--- src/core/flash_if_pkg.sv ---
// Constants and types for the serial flash interface state machine
// Overview of operation
// RULE_01: Chip select high: standby, ignore inputs
// RULE_02: Chip select falls: enter instruction cycles
// RULE_03: Capture eight instruction bits, MSB first
// RULE_04: Write-protect sampled only in register write
// RULE_05: Instruction picks address space and format
// RULE_06: Standalone command ends when chip select rises
// RULE_07: Pause pin freezes command when quad off
// RULE_08: Pause ignores inputs, floats outputs
// RULE_09: Pause release resumes the same state
// RULE_10: Quad mode: pause pin is data three
// RULE_11: DDR commands ignore pause and write-protect
// RULE_12: Single input uses line zero, output undriven
// RULE_13: Latency count from latency code field
// RULE_14: Latency cycles discard input, drive nothing
// RULE_15: Host releases lines by last latency
// RULE_16: Single output streams until chip select rises
// RULE_17: Dual I/O address two bits per clock
// RULE_18: Dual output two bits per clock
// RULE_19: Quad program/read address on line zero
// RULE_20: Address then quad input, latency or output
// RULE_21: Quad input four bits per clock
// RULE_22: Quad latency then quad output, undriven
// RULE_23: Quad output four bits per clock
// RULE_24: Quad enable permits quad commands only
// RULE_25: Output data changes after falling clock
package flash_if_pkg;

  // --------------------------------------------------------------
  // Instruction codes (decode table of this block)
  // --------------------------------------------------------------
  localparam logic [7:0] OP_REGISTER_WRITE = 8'h01;
  localparam logic [7:0] OP_READ           = 8'h03;
  localparam logic [7:0] OP_DUAL_OUT_READ  = 8'h3B;
  localparam logic [7:0] OP_DUAL_IO_READ   = 8'hBB;
  localparam logic [7:0] OP_QUAD_OUT_READ  = 8'h6B;
  localparam logic [7:0] OP_QUAD_IO_READ   = 8'hEB;
  localparam logic [7:0] OP_QUAD_PAGE_PROG = 8'h32;

  // --------------------------------------------------------------
  // Field positions and widths
  // --------------------------------------------------------------
  localparam int INSTR_BITS = 8;
  localparam int BYTE_BITS  = 8;
  localparam int IO_SI      = 0;
  localparam int IO_SO      = 1;
  localparam int IO_WP      = 2;
  localparam int IO_HOLD    = 3;
  localparam logic [3:0] OE_NONE   = 4'h0;
  localparam logic [3:0] OE_SINGLE = 4'h2;
  localparam logic [3:0] OE_DUAL   = 4'h3;
  localparam logic [3:0] OE_QUAD   = 4'hF;

  // Latency cycles selected by each latency code
  localparam logic [3:0] LAT_CODE0 = 4'h8;
  localparam logic [3:0] LAT_CODE1 = 4'h4;
  localparam logic [3:0] LAT_CODE2 = 4'h2;
  localparam logic [3:0] LAT_CODE3 = 4'h0;

  // --------------------------------------------------------------
  // Interface states and transfer formats
  // --------------------------------------------------------------
  typedef enum logic [3:0] {
    ST_STANDBY, ST_INSTR, ST_SIN_ADDR, ST_DIN_ADDR, ST_QIN_ADDR,
    ST_SIN_DATA, ST_QIN_DATA, ST_LATENCY, ST_SOUT, ST_DOUT, ST_QOUT,
    ST_DONE
  } if_state_t;

  typedef enum logic [2:0] {
    FMT_NONE, FMT_WREG, FMT_READ, FMT_DOR, FMT_DIO, FMT_QOR, FMT_QIO,
    FMT_QPP
  } fmt_t;

endpackage

--- src/core/flash_if_sm.sv ---
// Serial flash SPI interface state machine, device side
`timescale 1ns/1ns
`default_nettype none
module flash_if_sm
  import flash_if_pkg::*;
#(
  parameter int ADDR_BITS = 24
)(
  input  wire logic                 sys_clk,
  input  wire logic                 rst,
  input  wire logic                 cs_n,
  input  wire logic                 sck,
  input  wire logic [3:0]           io_in,
  input  wire logic                 reset_n,
  input  wire logic                 quad_enable_bit,
  input  wire logic [1:0]           latency_code_field,
  input  wire logic [7:0]           rd_data,
  output logic      [3:0]           io_out,
  output logic      [3:0]           io_oe,
  output logic      [7:0]           instr_code,
  output logic                      instr_done,
  output logic      [ADDR_BITS-1:0] addr,
  output logic                      addr_done,
  output logic      [7:0]           wr_byte,
  output logic                      wr_byte_valid,
  output logic                      wp_level,
  output logic                      rd_take,
  output logic                      paused,
  output if_state_t                 if_state
);

  // --------------------------------------------------------------
  // Decoding helpers
  // --------------------------------------------------------------
  // Quad formats are refused unless quad mode is on
  function automatic fmt_t decode(input logic [7:0] op, input logic qe);
    case (op)
      OP_REGISTER_WRITE: decode = FMT_WREG;
      OP_READ:           decode = FMT_READ;
      OP_DUAL_OUT_READ:  decode = FMT_DOR;
      OP_DUAL_IO_READ:   decode = FMT_DIO;
      OP_QUAD_OUT_READ:  decode = qe ? FMT_QOR : FMT_NONE; // RULE_24
      OP_QUAD_IO_READ:   decode = qe ? FMT_QIO : FMT_NONE; // RULE_24
      OP_QUAD_PAGE_PROG: decode = qe ? FMT_QPP : FMT_NONE; // RULE_24
      default:           decode = FMT_NONE;
    endcase
  endfunction

  function automatic logic [3:0] lat_cycles(input logic [1:0] code);
    case (code)
      2'd0:    lat_cycles = LAT_CODE0;
      2'd1:    lat_cycles = LAT_CODE1;
      2'd2:    lat_cycles = LAT_CODE2;
      default: lat_cycles = LAT_CODE3;
    endcase
  endfunction

  function automatic if_state_t out_state(input fmt_t f);
    case (f)
      FMT_DOR, FMT_DIO: out_state = ST_DOUT;
      FMT_QOR, FMT_QIO: out_state = ST_QOUT;
      default:          out_state = ST_SOUT;
    endcase
  endfunction

  // --------------------------------------------------------------
  // State record
  // --------------------------------------------------------------
  typedef struct packed {
    logic [2:0]           cs_s;
    logic [2:0]           sck_s;
    logic [1:0]           rstn_s;
    logic [3:0]           io_s1;
    logic [3:0]           io_s2;
    if_state_t            state;
    fmt_t                 fmt;
    logic [7:0]           instr;
    logic [6:0]           cnt;
    logic [3:0]           lat;
    logic [ADDR_BITS-1:0] addr;
    logic [7:0]           wbyte;
    logic [7:0]           sr;
    logic [3:0]           ocnt;
    logic                 started;
    logic [3:0]           io_out;
    logic [3:0]           oe;
    logic                 instr_done;
    logic                 addr_done;
    logic                 wr_valid;
    logic                 wp;
    logic                 rd_take;
    logic                 paused;
  } st_t;

  st_t q;
  st_t d;

  logic                 sck_rise;
  logic                 sck_fall;
  logic                 cs_hi;
  logic                 hold_act;
  logic [7:0]           op_new;
  logic [6:0]           cnt_new;
  logic [ADDR_BITS-1:0] addr_new;
  logic [3:0]           width;
  logic [7:0]           cur;

  // --------------------------------------------------------------
  // Next-state logic
  // --------------------------------------------------------------
  // Pins are synchronised first; the second stage is looked at, and for the link clock the third stage too to find edges
  always_comb
  begin
    d          = q;
    d.cs_s     = {q.cs_s[1:0], cs_n};
    d.sck_s    = {q.sck_s[1:0], sck};
    d.rstn_s   = {q.rstn_s[0], reset_n};
    d.io_s1    = io_in;
    d.io_s2    = q.io_s1;
    d.instr_done = 1'b0;
    d.addr_done  = 1'b0;
    d.wr_valid   = 1'b0;
    d.rd_take    = 1'b0;
    d.paused     = 1'b0;
    sck_rise = q.sck_s[1] & ~q.sck_s[2];
    sck_fall = ~q.sck_s[1] & q.sck_s[2];
    cs_hi    = q.cs_s[1];
    // No DDR format is decoded, so only quad mode exempts the pause pin
    hold_act = ~quad_enable_bit & ~q.io_s2[IO_HOLD]; // RULE_07 RULE_10 RULE_11
    op_new   = {q.instr[6:0], q.io_s2[IO_SI]};
    cnt_new  = q.cnt;
    addr_new = q.addr;
    width    = 4'd1;
    cur      = (q.ocnt == 4'd0) ? rd_data : q.sr;
    if (!q.rstn_s[1] || cs_hi)
    begin
      // Standby: every input but chip select and the reset pin is ignored
      d.state   = ST_STANDBY; // RULE_01 RULE_06 RULE_16 RULE_21
      d.started = 1'b0;
      d.ocnt    = 4'd0;
    end
    else if (hold_act && q.state != ST_STANDBY)
    begin
      // Clock edges are dropped, so progress is simply frozen
      d.paused = 1'b1; // RULE_07 RULE_08 RULE_09
    end
    else
    begin
      case (q.state)
        ST_STANDBY:
        begin
          d.state = ST_INSTR; // RULE_02
          d.cnt   = '0;
          d.instr = '0;
        end
        ST_INSTR:
        begin
          if (sck_rise)
          begin
            d.instr = op_new; // RULE_03
            d.cnt   = q.cnt + 7'd1;
            if (q.cnt == 7'(INSTR_BITS - 1))
            begin
              d.instr_done = 1'b1;
              d.cnt        = '0;
              d.addr       = '0;
              d.fmt        = decode(op_new, quad_enable_bit); // RULE_05
              d.lat        = lat_cycles(latency_code_field); // RULE_13
              case (decode(op_new, quad_enable_bit))
                FMT_WREG:
                begin
                  d.state = ST_SIN_DATA;
                  d.wp    = q.io_s2[IO_WP]; // RULE_04
                end
                FMT_READ, FMT_DOR, FMT_QOR, FMT_QPP: d.state = ST_SIN_ADDR;
                FMT_DIO:  d.state = ST_DIN_ADDR;
                FMT_QIO:  d.state = ST_QIN_ADDR;
                default:  d.state = ST_DONE; // RULE_06
              endcase
            end
          end
        end
        ST_SIN_ADDR, ST_DIN_ADDR, ST_QIN_ADDR:
        begin
          if (sck_rise)
          begin
            // Line zero only for single; higher lines are don't-care
            case (q.state)
              ST_DIN_ADDR:
              begin
                width    = 4'd2; // RULE_17
                addr_new = {q.addr[ADDR_BITS-3:0], q.io_s2[1:0]};
              end
              ST_QIN_ADDR:
              begin
                width    = 4'd4; // RULE_21
                addr_new = {q.addr[ADDR_BITS-5:0], q.io_s2};
              end
              default:
              begin
                width    = 4'd1; // RULE_12 RULE_19
                addr_new = {q.addr[ADDR_BITS-2:0], q.io_s2[IO_SI]};
              end
            endcase
            cnt_new = q.cnt + 7'(width);
            d.addr  = addr_new;
            d.cnt   = cnt_new;
            if (cnt_new == 7'(ADDR_BITS))
            begin
              d.addr_done = 1'b1;
              d.cnt       = '0;
              if (q.fmt == FMT_QPP)
                d.state = ST_QIN_DATA; // RULE_20
              else if (q.lat == 4'd0)
                d.state = out_state(q.fmt); // RULE_17 RULE_20
              else
                d.state = ST_LATENCY;
            end
          end
        end
        ST_SIN_DATA, ST_QIN_DATA:
        begin
          if (sck_rise)
          begin
            if (q.state == ST_QIN_DATA)
            begin
              width   = 4'd4; // RULE_21
              d.wbyte = {q.wbyte[3:0], q.io_s2};
            end
            else
            begin
              width   = 4'd1;
              d.wbyte = {q.wbyte[6:0], q.io_s2[IO_SI]}; // RULE_12
            end
            cnt_new = q.cnt + 7'(width);
            d.cnt   = cnt_new;
            if (cnt_new == 7'(BYTE_BITS))
            begin
              d.wr_valid = 1'b1;
              d.cnt      = '0;
            end
          end
        end
        ST_LATENCY:
        begin
          // Line levels are not looked at while waiting
          if (sck_rise)
          begin
            d.cnt = q.cnt + 7'd1; // RULE_14 RULE_22
            if (q.cnt == 7'(q.lat - 4'd1))
              d.state = out_state(q.fmt); // RULE_22
          end
        end
        ST_SOUT, ST_DOUT, ST_QOUT:
        begin
          // Data moves on the falling edge so it is stable at the rise
          if (sck_fall)
          begin
            d.started = 1'b1; // RULE_25
            d.rd_take = (q.ocnt == 4'd0);
            case (q.state)
              ST_SOUT:
              begin
                width    = 4'd1;
                d.io_out = {2'b00, cur[7], 1'b0}; // RULE_16
              end
              ST_DOUT:
              begin
                width    = 4'd2;
                d.io_out = {2'b00, cur[7:6]}; // RULE_18
              end
              default:
              begin
                width    = 4'd4;
                d.io_out = cur[7:4]; // RULE_23
              end
            endcase
            d.sr   = cur << width;
            d.ocnt = ((q.ocnt == 4'd0) ? 4'(BYTE_BITS) : q.ocnt) - width;
          end
        end
        ST_DONE: d.state = ST_DONE;
        default: d.state = ST_STANDBY;
      endcase
    end
    // Drivers follow the state; released in any pause
    d.oe = OE_NONE; // RULE_08 RULE_14 RULE_15
    if (!d.paused && d.started)
    begin
      case (d.state)
        ST_SOUT: d.oe = OE_SINGLE;
        ST_DOUT: d.oe = OE_DUAL;
        ST_QOUT: d.oe = OE_QUAD;
        default: d.oe = OE_NONE;
      endcase
    end
  end

  // --------------------------------------------------------------
  // State register
  // --------------------------------------------------------------
  always_ff @(posedge sys_clk)
  begin
    if (rst)
    begin
      q        <= '0;
      q.cs_s   <= 3'b111;
      q.rstn_s <= 2'b11;
      q.state  <= ST_STANDBY;
      q.fmt    <= FMT_NONE;
    end
    else
      q <= d;
  end

  // Outputs straight from the state record
  assign io_out        = q.io_out;
  assign io_oe         = q.oe;
  assign instr_code    = q.instr;
  assign instr_done    = q.instr_done;
  assign addr          = q.addr;
  assign addr_done     = q.addr_done;
  assign wr_byte       = q.wbyte;
  assign wr_byte_valid = q.wr_valid;
  assign wp_level      = q.wp;
  assign rd_take       = q.rd_take;
  assign paused        = q.paused;
  assign if_state      = q.state;
endmodule // flash_if_sm
`default_nettype wire

--- config.mk ---
export PLATFORM = sky130hd
export DESIGN_NAME = flash_if_sm
export DESIGN_NICKNAME = d
export VERILOG_FILES = /design/src/core/flash_if_pkg.sv /design/src/core/flash_if_sm.sv
export SDC_FILE = /design/constraint.sdc
export NUM_CORES = 1
export LEC_CHECK = 0
export BUFFER_PORTS_ARGS = -buffer_cell sky130_fd_sc_hd__buf_2
export CAP_MARGIN = 20
export CORE_ASPECT_RATIO = 0.5
export CORE_UTILIZATION = 60
export CTS_BUF_LIST = sky130_fd_sc_hd__clkbuf_8
export CTS_CLUSTER_DIAMETER = 80
export CTS_CLUSTER_SIZE = 30
export DETAILED_ROUTE_END_ITERATION = 12
export PLACE_DENSITY = 0.85
export SLEW_MARGIN = 30
export SYNTH_ARGS = -nofsm -noshare
export SYNTH_HDL_FRONTEND = slang
export SYNTH_SLANG_ARGS = --single-unit
--- constraint.sdc ---
create_clock -name sys_clk -period 5.7 [get_ports sys_clk]
set_input_delay 0.57 -clock sys_clk [delete_from_list [all_inputs] [get_ports sys_clk]]
set_output_delay 0.57 -clock sys_clk [all_outputs]
set_load 0.01 [all_outputs]
Word-level counts from Yosys, hierarchy flattened
Index checks and enable logic that the tools add are counted.
W data, S select, Z words.
{"block": "op_classes", "n_addsub": 5, "shift": 1, "eq_ne": 44, "n_reduce_logical": 34, "mux": 66, "bitwise_logic": 16}
{"operator": "$pmux W24 S2", "n": 2}
{"operator": "$mux W4", "n": 21}
{"operator": "$mux W75", "n": 1}
{"operator": "$mux W50", "n": 1}
{"operator": "$mux W7", "n": 6}
{"operator": "$mux W35", "n": 1}
{"operator": "$pmux W7 S5", "n": 1}
{"operator": "$mux W17", "n": 2}
{"operator": "$mux W8", "n": 4}
{"operator": "$mux W3", "n": 10}
{"operator": "$eq A4 B4 Y1 const B", "n": 7}
{"operator": "$reduce_or A5 Y1", "n": 5}
{"operator": "$eq A3 B3 Y1 const B", "n": 8}
{"operator": "$mux W24", "n": 1}
{"operator": "$pmux W4 S3", "n": 2}
{"operator": "$pmux W4 S6", "n": 1}
{"operator": "$pmux W3 S7", "n": 1}
{"operator": "$eq A4 B3 Y1 const B", "n": 4}
{"operator": "$eq A8 B6 Y1 const B", "n": 2}
{"operator": "$eq A8 B8 Y1 const B", "n": 2}
{"operator": "$pmux W4 S4", "n": 1}
{"operator": "$pmux W8 S2", "n": 1}
{"operator": "$add A7 B4 Y7", "n": 2}
{"operator": "$not A1 Y1", "n": 13}
{"operator": "39 further kinds", "n": 67}
{"block": "totals", "reg_bits": 100, "in_bits": 20, "output_inout_bits": 58, "elab_cells": 189}

Longest topological paths before layout
{"block": "logic_depth", "ltp_word": 18, "ltp_mapped": 16}

Least setup slack after synthesis
OpenSTA, ideal clock, no wires.
{"block": "synth_timing", "kind": "flip-flop to flip-flop", "startpoint": "register q (netlist bit if_state[1])", "endpoint": "register q (netlist bit io_oe[0])", "path_buffers": 3, "path_stages_with_launch": 17, "setup_time_ns": 0.123, "period_less_slack_ns": 3.984, "arrival_ns": 3.862, "setup_slack_ns": 1.716, "cell_sequence": "dfxtp_1 > buf_2 > buf_1 > nor3_1 > nor2_1 > clkbuf_1 > ha_1 > inv_1 > fa_1 > nor2b_4 > o21ai_0 > a21o_1 > a211o_1 > or4_4 > a31oi_4 > a21boi_1 > nor3b_2"}
{"block": "synth_via", "elab_chain_cells": 15}
{"element": "start: declaration", "line_no": "flash_if_sm.sv:95", "source": "st_t q;"}
{"element": "$eq A4 B3 Y1 or $eq A4 B2 Y1 (tied branches)"}
{"element": "$pmux W3 S2", "line_no": "flash_if_sm.sv:188", "source": "case (q.state)"}
{"element": "$mux W4", "line_no": "flash_if_sm.sv:185", "source": "if (sck_rise)"}
{"element": "$mux W4", "line_no": "flash_if_sm.sv:149", "source": "case (q.state)"}
{"element": "$mux W4", "line_no": "flash_if_sm.sv:142", "source": "else if (hold_act && q.state != ST_STANDBY)"}
{"element": "$mux W4", "line_no": "flash_if_sm.sv:135", "source": "if (!q.rstn_s[1] || cs_hi)"}
{"element": "$add A7 B4 Y7", "line_no": "flash_if_sm.sv:205", "source": "cnt_new = q.cnt + 7'(width);"}
{"element": "$eq A7 B5 Y1", "line_no": "flash_if_sm.sv:208", "source": "if (cnt_new == 7'(ADDR_BITS))"}
{"element": "$mux W4", "line_no": "flash_if_sm.sv:208"}
{"element": "$mux W4", "line_no": "flash_if_sm.sv:185"}
{"element": "$pmux W4 S6", "line_no": "flash_if_sm.sv:149"}
{"element": "$mux W75", "line_no": "flash_if_sm.sv:142"}
{"element": "$mux W4", "line_no": "flash_if_sm.sv:135"}
{"element": "$eq A4 B4 Y1", "line_no": "flash_if_sm.sv:290", "source": "case (d.state)"}
{"element": "$pmux W4 S3", "line_no": "flash_if_sm.sv:290"}
Several ways; a longest one is shown, not always the timed one. The select of a mux whose other input is x is not followed.
A chain may end at the register's enable or synchronous reset.

Final worst setup path
{"block": "layout_timing", "startpoint": "register q (netlist bit if_state[0])", "endpoint": "register q (netlist bit io_oe[0])"}
Same word-level chain as after synthesis.

==> out/qor.txt <==
Largest net degree at the start of global routing = 52
Global-route wire length before repair = 23,700 µm
Max capacitance violation total = 0
Number of I/O port buffers = 77
Max-slew violation count = 0
Detailed Route Iter0 Violations = 468
DIE AREA = 10,400 µm²
Fraction of final layout cells with drive strength greater than 1 = 16.3%
Min cycle time layout = 4.21 ns
Crit path max-delay family = simple AND/OR/NAND/NOR gates
Peak Freq = 238 MHz
# setup viols final = 0
Internal Power = 0.879 mW
Switching power summed over all nets = 0.295 mW
Class of the most critical hold timing path = input port to flip-flop
Arithmetic-cell share of the synthesized area counting full adders, half adders and majority gates = 3.19%
RSZ-0062 raised after global routing = false
Pwr dens = 190 nW/µm²
Number of nets in the finished design = 785
Residual antenna-violating net count after detailed routing = 0
Combined area of all synthesized cells = 5960 µm²
Cell with the largest stage delay on the worst path = sky130_fd_sc_hd__dfxtp_1
Distinct cell type count of the synthesized netlist = 68
Warning count from the yosys run = 0
Area share of and/or/nand/nor cells after synthesis = 25.8%
Area growth from synthesis to layout = 3.70%
Cell breakdown of the critical path = nand2_1 -> nor3_2 -> buf_4 -> nor2_1 -> ha_1 -> inv_1 -> fa_1 -> nor2b_4 -> a211oi_1 -> o21ai_1 -> a211o_1 -> or4_4 -> a31oi_4 -> a21boi_1 -> nor3b_2
Switching part of the total power = 25.1%
Detail-routed net length per standard cell = 16.5 µm
Endpoint class of the critical path = flip-flop
Main combinational cell family by area after synthesis = simple AND/OR/NAND/NOR gates
Worst supply voltage drop on vdd = 0.000122 V
Diodes inserted = 0
Peak fanout along the critical path = 26
Top_reg_cell synth = sky130_fd_sc_hd__dfxtp_1
Share of synthesized area spent on multiplexers = 3.72%
Synth Area in Compound Gates = 21.8%
Worst Setup Slack, final = 1.49 ns
Proportion of synthesized flip-flops having asynchronous set or reset = 0%
Mean post-synth cell area = 7.85 µm²
Part of the power in combinational logic = 3.5%
Total congestion overflow after global routing = 0
Max H-tree Level = 3
Worst-Skew Late Latency = 0.38 ns
Average vias per placed instance = 6.09
Hold Fails Final Rpt = 0
Vert. Die Dim = 72.5 µm
Number of sinks handled by clock tree synthesis = 98
Yosys reg bits = 98
Final std cell area, no fill = 6180 µm²
Critical Path Source Type = flip-flop
Buffer count from post-CTS setup fixing = 0
Portion of total power attributed to the clock network = 37.4%
DR vias = 5,429
Pre-Repair DR Iteration Count = 5
Period Utilization, post-route = 73.9%
Top area cells in the synthesized netlist = sky130_fd_sc_hd__dfxtp_1 (33%), sky130_fd_sc_hd__buf_4 (6.6%), sky130_fd_sc_hd__nor2_1 (5.4%)
Maximum count of clock buffers along a single path = 2
Result of the run = completed
Total routing usage reported by global routing = 29.1%
Top-area cell type share of the netlist area = 32.9%
Fin Clk Skew = 0.0104 ns
Rel. slew slack = 35.4%
Crit path buffers/inverters = 2
Max incr delay on CP = 0.90 ns
Number of gates resized after CTS = 0
Antenna violations before repair = 0
Final WL = 14,700 µm
Buffer type at the clock tree root = sky130_fd_sc_hd__clkbuf_8
Worst Path Arrival = 4.48 ns
Fill cell count = 851
Data required time at the worst endpoint = 5.97 ns
Synthesized net count = 793
Number of buffers created by CTS = 9
Final weighted congestion of routability-driven global placement = 0.976
Parity-gate share of the synthesized area counting xor and xnor cells = 1.76%
Detailed placer's ending HPWL = 10,400 µm
Worst setup path category = flip-flop to flip-flop
Pleak = 2.36 nW
TritonCTS clock tree = yes
Fin Setup TNS = 0 ns
Placement Rows = 25
Total core area = 9540 µm²
Number of hold buffers added after CTS = 0
Clock edge transition at the registers on the reported setup and hold paths = 0.10 ns
Cell taking the most area after synthesis = sky130_fd_sc_hd__dfxtp_1
Sequential fraction of design power = 59.1%
DRC Markers = 0
Synthesized instance count = 759
Area after DPL = 5990 µm²
Effective utilization at floorplan = 62.5%
Horizontal extent of the die = 143 µm
Vias in the first global route = 4,734
Place WS = 1.53 ns
# IOs = 78
Sequential fraction of the synthesis area = 32.9%
Measured slew at the worst slew-check pin = 0.966 ns
Number of synthesized flops with an enable pin = 0
power groups by stage:
stage	Combinational (mW)	Sequential, mW	Clock (mW)
2_1_floorplan	0.0281	0.707	0
3_3_place_gp	0.0405	0.710	0
3_5_place_dp	0.0406	0.710	0
4_1_cts	0.0409	0.694	0.444
5_1_grt	0.0457	0.695	0.470
6_report	0.0415	0.694	0.439
placed cells by master, fill, tap and decap left out, drive strengths merged, types with 11 or more instances in the layout:
| cell | n |
|---|---|
| dfxtp | 98 |
| nor2 | 85 |
| buf | 82 |
| nand2 | 60 |
| a21oi | 60 |
| nor3 | 41 |
| o21ai | 28 |
| nand3 | 25 |
| nor2b | 24 |
| a22o | 23 |
| mux2i | 21 |
| inv | 19 |
| a211oi | 16 |
| ha | 12 |
| a31oi | 12 |
| nand2b | 11 |
| a22oi | 11 |
final cells by class:
class	instances	area, µm²	area share (%)
Clock buffer	10	138	2.23
Clock inverter	6	48.8	0.790
Inverter	16	60.1	0.972
Multi-Input combinational cell	544	3380	54.7
Sequential cell	98	1960	31.8
Tap cell	135	169	2.73
Timing Repair Buffer	82	423	6.84
Yosys cell counts, types with 3 or more instances:
master / count
sky130_fd_sc_hd__clkbuf_1: 40
sky130_fd_sc_hd__a221oi_1: 5
sky130_fd_sc_hd__a22oi_1: 11
sky130_fd_sc_hd__nand4b_1: 3
sky130_fd_sc_hd__o21ai_1: 7
sky130_fd_sc_hd__mux2i_1: 21
sky130_fd_sc_hd__nand3b_1: 5
sky130_fd_sc_hd__buf_2: 6
sky130_fd_sc_hd__ha_1: 12
sky130_fd_sc_hd__and4b_1: 3
sky130_fd_sc_hd__a31oi_1: 11
sky130_fd_sc_hd__nor2_1: 85
sky130_fd_sc_hd__nor4_1: 6
sky130_fd_sc_hd__nand4_1: 6
sky130_fd_sc_hd__and3_1: 4
sky130_fd_sc_hd__or3_1: 7
sky130_fd_sc_hd__dfxtp_1: 98
sky130_fd_sc_hd__a21oi_1: 59
sky130_fd_sc_hd__nor2b_1: 23
sky130_fd_sc_hd__and2_1: 4
sky130_fd_sc_hd__or2_2: 5
sky130_fd_sc_hd__a22o_1: 23
sky130_fd_sc_hd__inv_1: 15
sky130_fd_sc_hd__o211ai_1: 5
sky130_fd_sc_hd__nor3_2: 4
sky130_fd_sc_hd__buf_4: 52
sky130_fd_sc_hd__xnor2_1: 9
sky130_fd_sc_hd__nand2b_1: 11
sky130_fd_sc_hd__a211oi_1: 16
sky130_fd_sc_hd__xor2_1: 3
sky130_fd_sc_hd__nand2_1: 60
sky130_fd_sc_hd__a21o_1: 5
sky130_fd_sc_hd__buf_1: 3
sky130_fd_sc_hd__nor3b_1: 5
sky130_fd_sc_hd__o21ai_0: 21
sky130_fd_sc_hd__nor3_1: 37
sky130_fd_sc_hd__nand3_1: 24
sky130_fd_sc_hd__o22ai_1: 3
per-layer routing:
layer  global-route usage (%)  vias to the layer above  part of all wire [%]
li1                         -                     2659                     -
met3                     7.79                       27                   7.7
met1                     40.9                     2519                    47
met5                        0                        -                     0
met4                     8.84                        0                   1.6
met2                     43.5                      224                    43
flip-flops by register name, indices dropped and copies added (netlist names), 3 cells and up:
signal,cells
wr_byte,8
io_out,4
instr_code,8
io_oe,3
if_state,4
addr,24
d,8
q,31
per-stage QoR:
stage / utilization, % / hold slack [ns] / cells / power [mW]
finish: 64.8 / 0.374 / 891 / 1.17
global route: 64.8 / 0.365 / 891 / 1.21
CTS: 64.7 / 0.370 / 891 / 1.18
detailed placement: 62.8 / 0.399 / 875 / 0.751
global placement: 62.7 / 0.409 / 875 / 0.750
floorplan: - / 0.389 / 759 / 0.735
path summary, 6_finish.rpt:
path | slack (ns) | cells past startpoint | from | endpoint
worst min-delay path | 0.37 | 2 | reset_n | d[94]
worst min register to register | 0.42 | 1 | d[94] | q[94]
worst max-delay path | 1.49 | 15 | if_state[0] | io_oe[0]
worst max register to register | 1.49 | 15 | if_state[0] | io_oe[0]
cell families (layout without fill, tap and decap cells):
group | count (synthesis) | in the layout
compound gates | 194 | 194
xor+xnor | 12 | 12
fa+ha+maj | 14 | 14
buf+inv | 117 | 114
flops | 98 | 98
mux | 22 | 22
simple gates | 302 | 302
No activity file was read; power rests on OpenSTA's default activity.
